## config.mk

```make
export PLATFORM = sky130hd
export DESIGN_NAME = adf_host_ctrl
export DESIGN_NICKNAME = d
export VERILOG_FILES = /design/src/adf_pkg.sv /design/src/adf_sync3.sv /design/src/adf_spi_byte.sv /design/src/adf_host_ctrl.sv
export VERILOG_INCLUDE_DIRS = /design/src
export SDC_FILE = /design/constraint.sdc
export NUM_CORES = 1
export LEC_CHECK = 0
export BUFFER_PORTS_ARGS = -buffer_cell sky130_fd_sc_hd__buf_2
export CORE_UTILIZATION = 45
export DETAILED_ROUTE_END_ITERATION = 12
export PLACE_DENSITY = 0.6
export SLEW_MARGIN = 10
export SYNTH_ARGS = -nofsm -noshare
export SYNTH_HDL_FRONTEND = slang
export SYNTH_SLANG_ARGS = --single-unit
```

## constraint.sdc

```tcl
create_clock -name clock_in -period 4.8 [get_ports clock_in]
set_input_delay 0.96 -clock clock_in [delete_from_list [all_inputs] [get_ports clock_in]]
set_output_delay 0.96 -clock clock_in [all_outputs]
set_load 0.01 [all_outputs]
```

## src/adf_defines.svh

```systemverilog
// Constants for the front-end command host controller
`ifndef ADF_DEFINES_SVH
`define ADF_DEFINES_SVH
`define ADF_OPC_WAKE 8'h02
`define ADF_OPC_STANDBY 8'h04
`define ADF_OPC_RESET 8'h06
`define ADF_OPC_START 8'h08
`define ADF_OPC_STOP 8'h0A
`define ADF_OPC_OFFCAL 8'h1A
`define ADF_OPC_CONTINUOUS_READOUT_CMD 8'h10
`define ADF_OPC_HALT_CONTINUOUS_READOUT_CMD 8'h11
`define ADF_OPC_RDATA 8'h12
`define ADF_REGISTER_READ_CMD_PFX 3'h1
`define ADF_REGISTER_WRITE_CMD_PFX 3'h2
`define ADF_CNT_PFX 3'h0
`define ADF_FILL_BYTE 8'h00
`define ADF_REG_CH1SET 5'h04
`define ADF_REG_CH2SET 5'h05
`define ADF_REG_RESPIRATION_CONTROL_TWO 5'h0A
`define ADF_CALIB_BIT 7
`define ADF_RESULT_BYTES 6'h09
`define ADF_OPC_BYTES_ONE 2'h1
`define ADF_OPC_BYTES_TWO 2'h2
`define ADF_SYS_PERIOD_NS 10
`define ADF_MCLK_PERIOD_NS 1954
`define ADF_DECODE_TCLK 4
`define ADF_KEEPOUT_TCLK 4
`define ADF_UPDATE_TCLK 4
`define ADF_RESET_TMOD 9
`define ADF_TMOD_TCLK 4
`define ADF_CYC(t) \
  ((((t) * `ADF_MCLK_PERIOD_NS) + `ADF_SYS_PERIOD_NS - 1) / `ADF_SYS_PERIOD_NS)
`define ADF_DECODE_CYC 16'(`ADF_CYC(`ADF_DECODE_TCLK))
`define ADF_KEEPOUT_CYC 16'(`ADF_CYC(`ADF_KEEPOUT_TCLK))
`define ADF_UPDATE_CYC 16'(`ADF_CYC(`ADF_UPDATE_TCLK))
`define ADF_RESET_CYC `ADF_CYC(`ADF_RESET_TMOD * `ADF_TMOD_TCLK)
`define ADF_SCLK_HALF 4'h8
`define ADF_LAST_BIT 3'h7
`define ADF_RESULT_READY_N_IDLE 1'b1
`endif

```

## src/adf_pkg.sv

```systemverilog
// Types for the front-end command host controller
package adf_pkg;
  typedef enum logic [4:0] {
    ADF_ST_IDLE = 5'h01,
    ADF_ST_SEND = 5'h02,
    ADF_ST_GAP = 5'h04,
    ADF_ST_WAIT_WR = 5'h08,
    ADF_ST_WAIT_RESULT_READY_N = 5'h10
  } adf_state_e;
  typedef enum logic [3:0] {
    ADF_OP_WAKE = 4'h0,
    ADF_OP_STANDBY = 4'h1,
    ADF_OP_RESET = 4'h2,
    ADF_OP_START = 4'h3,
    ADF_OP_STOP = 4'h4,
    ADF_OP_OFFCAL = 4'h5,
    ADF_OP_CONTINUOUS_READOUT_CMD = 4'h6,
    ADF_OP_HALT_CONTINUOUS_READOUT_CMD = 4'h7,
    ADF_OP_RDATA = 4'h8,
    ADF_OP_REGISTER_READ_CMD = 4'h9,
    ADF_OP_REGISTER_WRITE_CMD = 4'hA,
    ADF_OP_AUTO = 4'hF
  } adf_op_e;
  typedef struct packed {
    logic s1;
    logic s2;
    logic s3;
    logic q;
  } adf_sync_s;
  typedef struct packed {
    logic busy;
    logic high;
    logic sclk;
    logic mosi;
    logic done;
    logic [7:0] sh;
    logic [7:0] rx;
    logic [2:0] bit_cnt;
    logic [3:0] ph_cnt;
  } adf_byte_s;
  typedef struct packed {
    adf_state_e state;
    adf_op_e op;
    logic [4:0] addr;
    logic [4:0] cnt;
    logic [5:0] byte_idx;
    logic [5:0] total;
    logic [1:0] opc_bytes;
    logic [7:0] tx;
    logic eng_start;
    logic [15:0] gap_cnt;
    logic cs_n;
    logic cmd_ready;
    logic wr_ready;
    logic [7:0] rd_data;
    logic rd_valid;
    logic rd_last;
    logic done;
    logic error;
    logic standby;
    logic cont;
    logic running;
    logic calib_en;
    logic cal_need;
    logic result_ready_n_prev;
    logic fall_pend;
    logic [15:0] since_edge;
    logic start_pin;
  } adf_host_s;
endpackage

```

## src/adf_sync3.sv

```systemverilog
// Three-stage synchroniser that accepts a change once stages two and three agree
`timescale 1ns/1ps
module adf_sync3
  import adf_pkg::*;
#(
  parameter logic RESET_VAL = 1'b0
)(
  input wire logic clock_in,
  input wire logic rst_in,
  input wire logic d_in,
  output logic q_out
);
  adf_sync_s st_reg;
  adf_sync_s st_next;

  always_comb
  begin
    st_next = st_reg;
    st_next.s1 = d_in;
    st_next.s2 = st_reg.s1;
    st_next.s3 = st_reg.s2;
    if (st_reg.s2 == st_reg.s3)
    begin
      st_next.q = st_reg.s3;
    end
  end

  always_ff @(posedge clock_in or posedge rst_in)
  begin
    if (rst_in)
    begin
      st_reg <= {RESET_VAL, RESET_VAL, RESET_VAL, RESET_VAL};
    end
    else
    begin
      st_reg <= st_next;
    end
  end

  assign q_out = st_reg.q;
endmodule

```

## src/adf_spi_byte.sv

```systemverilog
// Serial byte engine: clock idles low, data set on rising, sampled late
`timescale 1ns/1ps
`include "adf_defines.svh"
module adf_spi_byte
  import adf_pkg::*;
(
  input wire logic clock_in,
  input wire logic rst_in,
  input wire logic start_in,
  input wire logic [7:0] tx_in,
  input wire logic miso_in,
  output logic sclk_out,
  output logic mosi_out,
  output logic done_out,
  output logic [7:0] rx_out
);
  adf_byte_s st_reg;
  adf_byte_s st_next;

  always_comb
  begin
    st_next = st_reg;
    st_next.done = 1'b0;
    if (start_in && !st_reg.busy)
    begin
      st_next.busy = 1'b1;
      st_next.high = 1'b1;
      st_next.sclk = 1'b1;
      st_next.mosi = tx_in[7];
      st_next.sh = {tx_in[6:0], 1'b0};
      st_next.bit_cnt = 3'h0;
      st_next.ph_cnt = 4'h0;
    end
    else if (st_reg.busy)
    begin
      st_next.ph_cnt = st_reg.ph_cnt + 4'h1;
      if (st_reg.ph_cnt == `ADF_SCLK_HALF - 4'h1)
      begin
        st_next.ph_cnt = 4'h0;
        if (st_reg.high)
        begin
          st_next.sclk = 1'b0;
          st_next.high = 1'b0;
        end
        else
        begin
          // Sample a full period after the device changed its output
          st_next.rx = {st_reg.rx[6:0], miso_in};
          if (st_reg.bit_cnt == `ADF_LAST_BIT)
          begin
            st_next.busy = 1'b0;
            st_next.done = 1'b1;
          end
          else
          begin
            st_next.bit_cnt = st_reg.bit_cnt + 3'h1;
            st_next.sclk = 1'b1;
            st_next.high = 1'b1;
            st_next.mosi = st_reg.sh[7];
            st_next.sh = {st_reg.sh[6:0], 1'b0};
          end
        end
      end
    end
  end

  always_ff @(posedge clock_in or posedge rst_in)
  begin
    if (rst_in)
    begin
      st_reg <= '0;
    end
    else
    begin
      st_reg <= st_next;
    end
  end

  assign sclk_out = st_reg.sclk;
  assign mosi_out = st_reg.mosi;
  assign done_out = st_reg.done;
  assign rx_out = st_reg.rx;
endmodule

```

## src/adf_host_ctrl.sv

```systemverilog
// Host controller that drives the front end's serial command pins
// Functional notes
// - After wake, wait four master clocks before the next byte.
// - In standby send only the wake command.
// - After reset send nothing for nine modulator clocks.
// - Leave four master clocks between start and a following stop.
// - Hold the start pin low while conversions run by command.
// - Set calibration enable before offset cancel; redo after gain change.
// - In continuous readout, send halt before any other command.
// - After continuous readout command, wait four master clocks.
// - No continuous readout command within four clocks of data ready.
// - Do not clock out results during the output update interval.
// - After halting continuous readout, wait four master clocks.
// - Send single read after data ready falls; no wait afterwards.
// - Ensure conversions run before reading results in either mode.
// - Separate bytes of multi-byte commands by four master clocks; the code gaps only after the two opcode bytes of register commands.
// - Register write: 010+address, count-1, data MSB first, select low.
`timescale 1ns/1ps
`include "adf_defines.svh"
module adf_host_ctrl
  import adf_pkg::*;
#(
  parameter int RESET_WAIT_CYC = `ADF_RESET_CYC
)(
  input wire logic clock_in,
  input wire logic rst_in,
  input wire logic cmd_valid_in,
  input wire logic [3:0] cmd_code_in,
  input wire logic [4:0] cmd_addr_in,
  input wire logic [4:0] cmd_count_in,
  input wire logic wr_valid_in,
  input wire logic [7:0] wr_data_in,
  input wire logic miso_in,
  input wire logic result_ready_n_in,
  output logic cmd_ready_out,
  output logic wr_ready_out,
  output logic [7:0] rd_data_out,
  output logic rd_valid_out,
  output logic rd_last_out,
  output logic done_out,
  output logic error_out,
  output logic standby_out,
  output logic cont_mode_out,
  output logic running_out,
  output logic cal_needed_out,
  output logic cs_n_out,
  output logic sclk_out,
  output logic mosi_out,
  output logic start_pin_out
);
  adf_host_s st_reg;
  adf_host_s st_next;
  logic miso_s;
  logic result_ready_n_s;
  logic eng_done;
  logic [7:0] eng_rx;
  logic result_ready_n_fall;
  logic result_ready_n_edge;
  logic go_read;
  logic refuse;
  adf_op_e op_in;
  logic [5:0] data_idx;
  logic [4:0] wr_addr;

  adf_sync3 #(
    .RESET_VAL(1'b0)
  ) u_miso_sync (
    .clock_in(clock_in),
    .rst_in(rst_in),
    .d_in(miso_in),
    .q_out(miso_s)
  );

  adf_sync3 #(
    .RESET_VAL(`ADF_RESULT_READY_N_IDLE)
  ) u_result_ready_n_sync (
    .clock_in(clock_in),
    .rst_in(rst_in),
    .d_in(result_ready_n_in),
    .q_out(result_ready_n_s)
  );

  adf_spi_byte u_byte (
    .clock_in(clock_in),
    .rst_in(rst_in),
    .start_in(st_reg.eng_start),
    .tx_in(st_reg.tx),
    .miso_in(miso_s),
    .sclk_out(sclk_out),
    .mosi_out(mosi_out),
    .done_out(eng_done),
    .rx_out(eng_rx)
  );

  // First byte on the wire for each command
  function automatic logic [7:0] first_byte(adf_op_e op, logic [4:0] addr);
    logic [7:0] b;
    b = `ADF_FILL_BYTE;
    case (op)
      ADF_OP_WAKE: b = `ADF_OPC_WAKE;
      ADF_OP_STANDBY: b = `ADF_OPC_STANDBY;
      ADF_OP_RESET: b = `ADF_OPC_RESET;
      ADF_OP_START: b = `ADF_OPC_START;
      ADF_OP_STOP: b = `ADF_OPC_STOP;
      ADF_OP_OFFCAL: b = `ADF_OPC_OFFCAL;
      ADF_OP_CONTINUOUS_READOUT_CMD: b = `ADF_OPC_CONTINUOUS_READOUT_CMD;
      ADF_OP_HALT_CONTINUOUS_READOUT_CMD: b = `ADF_OPC_HALT_CONTINUOUS_READOUT_CMD;
      ADF_OP_RDATA: b = `ADF_OPC_RDATA;
      ADF_OP_REGISTER_READ_CMD: b = {`ADF_REGISTER_READ_CMD_PFX, addr};
      ADF_OP_REGISTER_WRITE_CMD: b = {`ADF_REGISTER_WRITE_CMD_PFX, addr};
      default: b = `ADF_FILL_BYTE;
    endcase
    return b;
  endfunction

  assign op_in = adf_op_e'(cmd_code_in);
  assign result_ready_n_fall = st_reg.result_ready_n_prev && !result_ready_n_s;
  assign result_ready_n_edge = st_reg.result_ready_n_prev != result_ready_n_s;
  assign data_idx = st_reg.byte_idx - 6'(st_reg.opc_bytes);
  assign wr_addr = st_reg.addr + data_idx[4:0];
  // Result ready and the update interval has passed
  assign go_read = st_reg.fall_pend &&
    (st_reg.since_edge >= `ADF_UPDATE_CYC);

  always_comb
  begin
    refuse = 1'b0;
    case (op_in)
      ADF_OP_WAKE, ADF_OP_STANDBY, ADF_OP_RESET, ADF_OP_START,
      ADF_OP_STOP, ADF_OP_OFFCAL, ADF_OP_CONTINUOUS_READOUT_CMD, ADF_OP_HALT_CONTINUOUS_READOUT_CMD,
      ADF_OP_RDATA, ADF_OP_REGISTER_READ_CMD, ADF_OP_REGISTER_WRITE_CMD: refuse = 1'b0;
      default: refuse = 1'b1;
    endcase
    if (st_reg.standby && op_in != ADF_OP_WAKE)
    begin
      refuse = 1'b1;
    end
    if (st_reg.cont && op_in != ADF_OP_HALT_CONTINUOUS_READOUT_CMD)
    begin
      refuse = 1'b1;
    end
    if (op_in == ADF_OP_OFFCAL && !st_reg.calib_en)
    begin
      refuse = 1'b1;
    end
    if ((op_in == ADF_OP_RDATA || op_in == ADF_OP_CONTINUOUS_READOUT_CMD) &&
        !st_reg.running)
    begin
      refuse = 1'b1;
    end
  end

  always_comb
  begin
    st_next = st_reg;
    st_next.eng_start = 1'b0;
    st_next.rd_valid = 1'b0;
    st_next.rd_last = 1'b0;
    st_next.done = 1'b0;
    st_next.error = 1'b0;
    st_next.start_pin = 1'b0;
    st_next.result_ready_n_prev = result_ready_n_s;
    if (result_ready_n_edge)
    begin
      st_next.since_edge = 16'h0000;
    end
    else if (st_reg.since_edge != 16'hFFFF)
    begin
      st_next.since_edge = st_reg.since_edge + 16'h0001;
    end
    if (result_ready_n_fall)
    begin
      st_next.fall_pend = 1'b1;
    end
    case (st_reg.state)
      ADF_ST_IDLE:
      begin
        if (cmd_valid_in && st_reg.cmd_ready)
        begin
          if (refuse)
          begin
            st_next.error = 1'b1;
          end
          else
          begin
            st_next.op = op_in;
            st_next.addr = cmd_addr_in;
            st_next.cnt = cmd_count_in;
            st_next.byte_idx = 6'h00;
            st_next.tx = first_byte(op_in, cmd_addr_in);
            st_next.opc_bytes = `ADF_OPC_BYTES_ONE;
            st_next.total = 6'h01;
            if (op_in == ADF_OP_REGISTER_READ_CMD || op_in == ADF_OP_REGISTER_WRITE_CMD)
            begin
              st_next.opc_bytes = `ADF_OPC_BYTES_TWO;
              st_next.total = 6'(cmd_count_in) + 6'h03;
            end
            else if (op_in == ADF_OP_RDATA)
            begin
              st_next.total = `ADF_RESULT_BYTES + 6'h01;
            end
            if (op_in == ADF_OP_RDATA || op_in == ADF_OP_CONTINUOUS_READOUT_CMD)
            begin
              st_next.state = ADF_ST_WAIT_RESULT_READY_N;
            end
            else
            begin
              st_next.cs_n = 1'b0;
              st_next.eng_start = 1'b1;
              st_next.state = ADF_ST_SEND;
            end
          end
        end
        else if (st_reg.cont && st_reg.running && go_read)
        begin
          st_next.fall_pend = result_ready_n_fall;
          st_next.op = ADF_OP_AUTO;
          st_next.opc_bytes = 2'h0;
          st_next.total = `ADF_RESULT_BYTES;
          st_next.byte_idx = 6'h00;
          st_next.tx = `ADF_FILL_BYTE;
          st_next.cs_n = 1'b0;
          st_next.eng_start = 1'b1;
          st_next.state = ADF_ST_SEND;
        end
      end
      ADF_ST_WAIT_RESULT_READY_N:
      begin
        if ((st_reg.op == ADF_OP_RDATA && go_read) ||
            (st_reg.op == ADF_OP_CONTINUOUS_READOUT_CMD &&
             st_reg.since_edge >= `ADF_KEEPOUT_CYC))
        begin
          if (st_reg.op == ADF_OP_RDATA)
          begin
            st_next.fall_pend = result_ready_n_fall;
          end
          st_next.cs_n = 1'b0;
          st_next.eng_start = 1'b1;
          st_next.state = ADF_ST_SEND;
        end
      end
      ADF_ST_SEND:
      begin
        if (eng_done)
        begin
          st_next.byte_idx = st_reg.byte_idx + 6'h01;
          if (st_reg.byte_idx >= 6'(st_reg.opc_bytes) &&
              st_reg.op != ADF_OP_REGISTER_WRITE_CMD)
          begin
            // Whole bytes are shifted even past a new data ready
            st_next.rd_data = eng_rx;
            st_next.rd_valid = 1'b1;
            st_next.rd_last = st_reg.byte_idx + 6'h01 == st_reg.total;
          end
          st_next.gap_cnt = 16'h0000;
          if (st_reg.byte_idx + 6'h01 == st_reg.total)
          begin
            st_next.gap_cnt = `ADF_DECODE_CYC;
            if (st_reg.op == ADF_OP_RESET)
            begin
              st_next.gap_cnt = 16'(RESET_WAIT_CYC);
            end
          end
          else if (st_reg.byte_idx < 6'(st_reg.opc_bytes) &&
                   st_reg.op != ADF_OP_RDATA)
          begin
            st_next.gap_cnt = `ADF_DECODE_CYC;
          end
          st_next.state = ADF_ST_GAP;
        end
      end
      ADF_ST_GAP:
      begin
        if (st_reg.gap_cnt != 16'h0000)
        begin
          st_next.gap_cnt = st_reg.gap_cnt - 16'h0001;
        end
        else if (st_reg.byte_idx == st_reg.total)
        begin
          st_next.cs_n = 1'b1;
          st_next.done = st_reg.op != ADF_OP_AUTO;
          st_next.state = ADF_ST_IDLE;
          case (st_reg.op)
            ADF_OP_WAKE: st_next.standby = 1'b0;
            ADF_OP_STANDBY: st_next.standby = 1'b1;
            ADF_OP_RESET:
            begin
              st_next.calib_en = 1'b0;
              st_next.cont = 1'b1;
            end
            ADF_OP_START: st_next.running = 1'b1;
            ADF_OP_STOP: st_next.running = 1'b0;
            ADF_OP_OFFCAL: st_next.cal_need = 1'b0;
            ADF_OP_CONTINUOUS_READOUT_CMD: st_next.cont = 1'b1;
            ADF_OP_HALT_CONTINUOUS_READOUT_CMD: st_next.cont = 1'b0;
            default: st_next.cont = st_reg.cont;
          endcase
        end
        else if (st_reg.op == ADF_OP_REGISTER_WRITE_CMD &&
                 st_reg.byte_idx >= 6'(st_reg.opc_bytes))
        begin
          st_next.wr_ready = 1'b1;
          st_next.state = ADF_ST_WAIT_WR;
        end
        else
        begin
          st_next.tx = `ADF_FILL_BYTE;
          if (st_reg.byte_idx == 6'h01 && st_reg.opc_bytes == 2'h2)
          begin
            st_next.tx = {`ADF_CNT_PFX, st_reg.cnt};
          end
          st_next.eng_start = 1'b1;
          st_next.state = ADF_ST_SEND;
        end
      end
      ADF_ST_WAIT_WR:
      begin
        if (wr_valid_in && st_reg.wr_ready)
        begin
          st_next.wr_ready = 1'b0;
          st_next.tx = wr_data_in;
          if (wr_addr == `ADF_REG_RESPIRATION_CONTROL_TWO)
          begin
            st_next.calib_en = wr_data_in[`ADF_CALIB_BIT];
          end
          if (wr_addr == `ADF_REG_CH1SET || wr_addr == `ADF_REG_CH2SET)
          begin
            st_next.cal_need = 1'b1;
          end
          st_next.eng_start = 1'b1;
          st_next.state = ADF_ST_SEND;
        end
      end
      default:
      begin
        st_next.state = ADF_ST_IDLE;
        st_next.cs_n = 1'b1;
      end
    endcase
    st_next.cmd_ready = st_next.state == ADF_ST_IDLE;
  end

  always_ff @(posedge clock_in or posedge rst_in)
  begin
    if (rst_in)
    begin
      st_reg <= '0;
      st_reg.state <= ADF_ST_IDLE;
      st_reg.op <= ADF_OP_WAKE;
      st_reg.cs_n <= 1'b1;
      st_reg.cmd_ready <= 1'b1;
      st_reg.cont <= 1'b1;
      st_reg.result_ready_n_prev <= `ADF_RESULT_READY_N_IDLE;
    end
    else
    begin
      st_reg <= st_next;
    end
  end

  assign cmd_ready_out = st_reg.cmd_ready;
  assign wr_ready_out = st_reg.wr_ready;
  assign rd_data_out = st_reg.rd_data;
  assign rd_valid_out = st_reg.rd_valid;
  assign rd_last_out = st_reg.rd_last;
  assign done_out = st_reg.done;
  assign error_out = st_reg.error;
  assign standby_out = st_reg.standby;
  assign cont_mode_out = st_reg.cont;
  assign running_out = st_reg.running;
  assign cal_needed_out = st_reg.cal_need;
  assign cs_n_out = st_reg.cs_n;
  assign start_pin_out = st_reg.start_pin;
endmodule

```

==> out/metrics.cfg, run 1 <==
[run_status]
outcome=completed

[routing]
ant_nets=0
dr.pass1.iters=5
wl_per_cell_microns=17.8
drtIter0Drc=361
drt_wl_total_microns=16800
drc=0
viasPerCell=5.78
num_vias=5457

[worst_setup_path]
cp_top_family=compound AO/OA/AOI/OAI gates
worstReg2RegStart=st_reg[39]
path_cells=buf_2, or3b_1, a21oi_1, o2111ai_2, nand2_4, o221ai_4, mux2_1
worstSetupStartpoint=cmd_code_in[1]
worstSetupPathType=in2reg
crit_end=st_reg[59]
cp_num_buf_inv=1
reg2reg_to=st_reg[45]
cp.depth=7
critPathArrivalTime_ns=3.29
cp.required_ns=5.10
cp-end-kind=register
ff2ff_path_depth=9
cpPeakStageDelay_ns=0.47
critPathMaxFanout=16
slowest_stage=o2111ai_2
cp-start-kind=input port
rrSetupSlack_ns=1.86

[cts]
insertion_delay_ns=0.42
cts.repair.resized=0
cts_max_level=4
cts_setup_buffers=0
clock-root-buffer=clkbuf_16
cts_buffers=17
cts_tree=built
hold_buffers=0
clock-sinks=131
clockBufferDepth=2
clkTransAtPathRegs_ns=0.06

[power_and_ir_drop]
power_mw=4.13
ir_drop_mv=0.258
leakagePower_nw=3.61
power_density_nw_per_um2=520

[final_layout]
drive_above_1_share_pct=17.1
diodes=0
largest_register_ffs=77
nNetsFinal=792
areaGrowthSynthToFinish_pct=13.4
fin_area_sq_um=7950
nFillCells=1409

[grt]
antenna_found_initial=0
grt_usage_pct=22.4
grt_max_degree=79
grt_pass1_wl_microns=28000
grt_remaining_overflow=0
first_global_vias=5323

[synthesis]
synth_warnings=0
yosysSeqAreaShare_pct=46.9
async_flop_share_pct=100
netlist_area_sq_um=7010
syn_nets=753
synth_cell_type_count=91
ys_ff_latch=131
synth_edf_count=0
avgSynthCellArea_sq_um=9.96
synth_cells=704
synth_top_flop_cell=dfrtp_1

[timing]
worst_pin_slew_ns=1.00
drv_slew=0
period_needed_ns=2.99
setup_viol=0
worst_slack_ns=1.81
rsz0062_at_grt=false
fmax_mhz=334
timing.slew.headroom_pct=32.9
setup_tns_ns=0
hold_viol_final=0
fin_skew_ns=0.00759
period_share_pct=62.4

[die]
fp.dieH_microns=127
initial_utilization_pct=46.1
fp.dieW_microns=127
rows=45
design.core.area_sq_um=15200
fp.dieArea_sq_um=16100
io-pin-count=50

[job]
maxCapViolations=0

[placed_design]
placed_area_sq_um=7330
io_buffer_count=48
gp_congestion=0.874
dp_slack_ns=1.41
dp_hpwl_microns=12100

[min_path]
hp-class=reg2reg
hp-start=u_miso_sync.st_next[2]

worst min path at each step:
stage                                  end  slack, ns  depth (start not counted)
floorplan           u_miso_sync.st_next[1]       0.33                          0
global placement    u_miso_sync.st_next[1]       0.33                          0
detailed placement  u_miso_sync.st_next[1]       0.35                          0
CTS                 u_miso_sync.st_next[1]       0.36                          0
global route        u_miso_sync.st_next[1]       0.37                          0
finish              u_miso_sync.st_next[1]       0.36                          0
Yosys cell counts, drive strengths merged (5+ instances only):
library cell  number  area, sq um
a221o              5         50.1
nand2             70          270
and2               5         31.3
o211ai             8         65.1
inv               38          143
nor2              59          240
nand2b             9         58.8
ha                19          238
dfstp              9          236
or3                5         36.3
nand3             27          135
xor2              14          123
nand3b             6         45.0
buf               17          126
dfrtp            122         3050
nand4              9         56.3
o31ai              8         65.1
nor4              10         90.1
mux2              26          293
o21ai             51          255
xnor2             22          193
clkbuf            15         57.6
a211oi             8         72.6
a21oi             33          169
nor3              22          138
placed cells by master (no fill, tap or decap), types with 5 or more instances in the layout:
cell type / instances
a211oi_1: 7
a21oi_1: 32
a221o_1: 5
and2_1: 5
buf_2: 48
clkbuf_16: 17
dfrtp_1: 122
dfstp_2: 9
ha_1: 19
inv_1: 37
mux2_1: 17
mux2_2: 9
nand2_1: 69
nand2b_1: 8
nand3_1: 27
nand3b_1: 6
nand4_1: 9
nor2_1: 57
nor3_1: 19
nor4_1: 7
o211ai_1: 7
o21ai_0: 36
o21ai_1: 15
o31ai_1: 7
xnor2_1: 22
xor2_1: 14
power breakdown:
part | internal (mW) | switching [mW] | leakage, nW | total, mW
clock network | 0.851 | 0.497 | 0.292 | 1.35
registers | 1.32 | 0.218 | 1.72 | 1.54
logic | 0.523 | 0.720 | 1.60 | 1.24
total | 2.70 | 1.44 | 3.61 | 4.13
cell type report:
type                            count  area, sq um  area share (%)
Timing Repair Buffer               52          270            3.40
Multi-Input combinational cell    503         3390            42.7
Sequential cell                   131         3290            41.4
Clock inverter                     10          149            1.87
Inverter                           38          145            1.83
Clock buffer                       22          464            5.84
Tap cell                          188          235            2.96
worst reg2reg max path, stage by stage, from the launching register on:
cell and delay (ns):
dfrtp_1 0.37, inv_1 0.12, ha_1 0.24, nor4b_2 0.31, and4_2 0.44, nor2_8 0.08
nor2_1 0.79, inv_1 0.23, o21ai_0 0.16, o2bb2ai_1 0.14
kinds of logic (layout without fill, tap and decap cells):
family	count (synthesis)	count (layout)	synth area share, %
multiplexers	30	30	4.75
flip-flops	131	131	46.9
AND/OR/NAND/NOR	257	257	19.8
AO/OA/AOI/OAI	156	156	15.0
buffers and inverters	70	122	4.66
adder cells (fa/ha/maj)	23	23	4.25
other	1	1	0.0535
XOR/XNOR	36	36	4.50
routing by layer:
layer	routed length [microns]	vias to the layer above	share of wire (%)	GRT usage [%]
li1	-	2589	-	-
met4	230	0	1.4	6.79
met3	670	20	4.0	4.51
met1	8060	2741	48	31.4
met2	7840	107	47	35.2
met5	0	-	0	0
per-stage QoR:
stage,hold slack (ns),cells,utilization [%]
after floorplan,0.331,704,-
after global placement,0.334,912,48.2
after detailed placement,0.350,912,48.2
after CTS,0.361,944,52.3
after global routing,0.368,944,52.3
final,0.356,944,52.3
No activity file was read; power rests on OpenSTA's default activity.
==> run 2, diff against run 1 <==
--- a/config.mk
+++ b/config.mk
@@ -9,7 +9,7 @@
 export BUFFER_PORTS_ARGS = -buffer_cell sky130_fd_sc_hd__buf_2
 export CORE_UTILIZATION = 45
 export DETAILED_ROUTE_END_ITERATION = 12
-export PLACE_DENSITY = 0.6
+export PLACE_DENSITY = 0.63
 export SLEW_MARGIN = 10
 export SYNTH_ARGS = -nofsm -noshare
 export SYNTH_HDL_FRONTEND = slang
==> constraint.sdc (replaced) <==
create_clock -name clock_in -period 2.6 [get_ports clock_in]
set_input_delay 0.52 -clock clock_in [delete_from_list [all_inputs] [get_ports clock_in]]
set_output_delay 0.52 -clock clock_in [all_outputs]
set_load 0.01 [all_outputs]
==> run 2 against run 1 <==
  * Worst hold slack worse by 0.23 ns
  * Sequential share of layout area down 1.3 points
  * Final area up 3.3%
  * Setup slack worse by 1.7 ns
  * Combinational power up 100%
  * Count of clock-buffer cells in the layout down 3
  * Routed wire length down 0.88%
  * Via count up 1.4%
  * Clock skew up 0.0011 ns
  * Global-route usage down 0.22 points
  * Non-clock buffer count up 29
==> out/metrics.cfg, run 2 (synthesized netlist as in run 1, its figures left out) <==
[final_layout]
diodes=0  ; unchanged
largest_register_ffs=77  ; unchanged
fin_area_sq_um=8210  ; +3.3%
layout.area.seq_sq_um=3290  ; unchanged
multi_input_comb_area_sq_um=3410  ; +0.59%
finalCoreUtilization_pct=54.0  ; +1.7 points
drive_above_1_share_pct=20.9  ; +3.8 points
nFillCells=1373  ; -2.6%
final_cell_mix=dfrtp_1, nand2_1, nor2_1
nNetsFinal=821  ; +3.7%
layout.cells.most_common=dfrtp_1
areaGrowthSynthToFinish_pct=17.1

[cts]
clkTransAtPathRegs_ns=0.06  ; about the same
cts_tree=built
cts_buffers=17  ; unchanged
hold_buffers=0  ; unchanged
cts_max_level=4  ; unchanged
clock-sinks=131  ; unchanged
clock-root-buffer=clkbuf_16
clockBufferDepth=2  ; unchanged
insertion_delay_ns=0.42  ; about the same

[placed_design]
dp_hpwl_microns=12500  ; +3.3%
dp_slack_ns=-0.0396  ; -1.45 ns
gp_congestion=0.833  ; -4.7%
io_buffer_count=48  ; unchanged
placed_area_sq_um=7560  ; +3.2%

[routing]
met2_length_microns=7900  ; +0.77%
m1WireLength_microns=7880  ; -2.2%
dr.pass1.iters=6  ; +1
wl_met3_microns=742  ; +11%
drtIter0Drc=468  ; +30%
highest_layer=met4
drt_wl_total_microns=16700  ; -0.88%
ant_nets=0  ; unchanged
viasPerCell=5.69  ; -1.6%
wl_per_cell_microns=17.1  ; -3.8%
drc=0  ; unchanged
num_vias=5536  ; +1.4%

[timing]
hold_viol_final=0  ; unchanged
timing.slew.headroom_pct=60.3  ; +27 points
period_needed_ns=2.46
fmax_mhz=407
worst_pin_slew_ns=0.594  ; -0.409 ns
fin_skew_ns=0.00872  ; +0.00113 ns
rsz0062_at_grt=false
worst_slack_ns=0.144  ; -1.66 ns
setup_tns_ns=0  ; unchanged
drv_slew=0  ; unchanged
period_share_pct=94.5
setup_viol=0  ; unchanged

[worst_setup_path]
cp.required_ns=2.90  ; -2.20 ns
cp-end-kind=register
worstSetupPathType=reg2reg
critPathMaxFanout=8  ; -8
critPathArrivalTime_ns=2.75  ; -0.54 ns
cp-start-kind=register

[die]
design.core.area_sq_um=15200  ; unchanged
fp.dieH_microns=127  ; unchanged
io-pin-count=50  ; unchanged
fp.dieW_microns=127  ; unchanged
fp.dieArea_sq_um=16100  ; unchanged
rows=45  ; unchanged
initial_utilization_pct=46.1  ; unchanged

[run_status]
outcome=completed

[grt]
grt_remaining_overflow=0  ; unchanged
antenna_found_initial=0  ; unchanged
grt_pass1_wl_microns=27800  ; -0.86%
grt_usage_pct=22.2  ; -0.22 points
grt_max_degree=67  ; -15%
first_global_vias=5336  ; +0.24%

[power_and_ir_drop]
leakagePower_nw=3.78  ; +4.5%
power_frac_seq_pct=35.7  ; -1.6 points
power_switching_mw=2.67  ; +86%
pwr-share-clk_pct=32.4  ; -0.2 points
swShare_pct=34.1  ; -0.64 points
ir_drop_mv=0.546  ; +110%
power_density_nw_per_um2=954  ; +83%
power_frac_comb_pct=31.9  ; +1.8 points
internal_power_mw=5.16  ; +91%

[job]
maxCapViolations=0  ; unchanged

[min_path]
hp-class=in2async

## run 2: changes by cell type in the layout (fill, tap and decap cells not counted), sizes merged
cell and delta:
bufinv +1, clkinvlp +1, inv -3, clkbuf -3, clkinv +4, buf +29
## run 2: layout make-up
cell class                      instances  share of cell area (%)
Multi-Input combinational cell        503                    41.6
Sequential cell                       131                    40.1
Clock buffer                           19                    5.40
Tap cell                              188                    2.87
Inverter                               38                    1.78
Clock inverter                         13                    2.21
Timing Repair Buffer                   81                    6.10
## run 2: worst max-delay path, stage by stage (launching register included)
cell and delay [ns]:
dfrtp_1 0.37, inv_1 0.11, ha_1 0.18, nor4b_2 0.24
and4_2 0.40, nor2_8 0.07, nor3_2 0.31, o221ai_4 0.27
mux2_1 0.38
## run 2: worst paths after layout
check                                  startpoint                                to  slack, ns  depth (start not counted)
setup / recovery                       st_reg[39]                        st_reg[59]       0.14                          8
hold / removal                             rst_in                         st_reg[8]       0.13                          2
setup reg to reg                       st_reg[39]                        st_reg[59]       0.14                          8
hold reg to reg            u_miso_sync.st_next[2]            u_miso_sync.st_next[1]       0.35                          0
max in group asynchronous                  rst_in                     cont_mode_out       1.77                          3
min in group clock_in           result_ready_n_in  u_result_ready_n_sync.st_next[2]       0.20                          1
## run 2: what timing repair did
| item | 4_1_cts | 5_1_grt |
|---|---|---|
| pin swaps | 0 | 1 |
| setup endpoints to repair | 2 | 9 |
| resized for setup | 1 | 4 |
| buffers inserted | 0 | 0 |
## run 2: metal layers
metal / vias to the layer above / GRT usage [%]
met5: - / 0
met4: 0 / 5.04
met3: 12 / 4.93
met2: 132 / 34.7
met1: 2755 / 31.6
li1: 2637 / -
## run 2: stage by stage
stage	power, mW	instances	hold WS [ns]
2_1_floorplan	4.58	704	0.331
3_3_place_gp	5.18	941	0.339
3_5_place_dp	5.26	941	0.340
4_1_cts	7.83	973	0.125
5_1_grt	8.34	973	0.156
6_report	7.83	973	0.126
## run 2: power by group through the flow
stage	Sequential (mW)	Clock, mW	Combinational, mW
finish	2.79	2.54	2.50
global route	2.85	2.67	2.83
CTS	2.79	2.58	2.46
detailed placement	2.82	0	2.43
global placement	2.80	0	2.38
floorplan	2.72	0	1.86
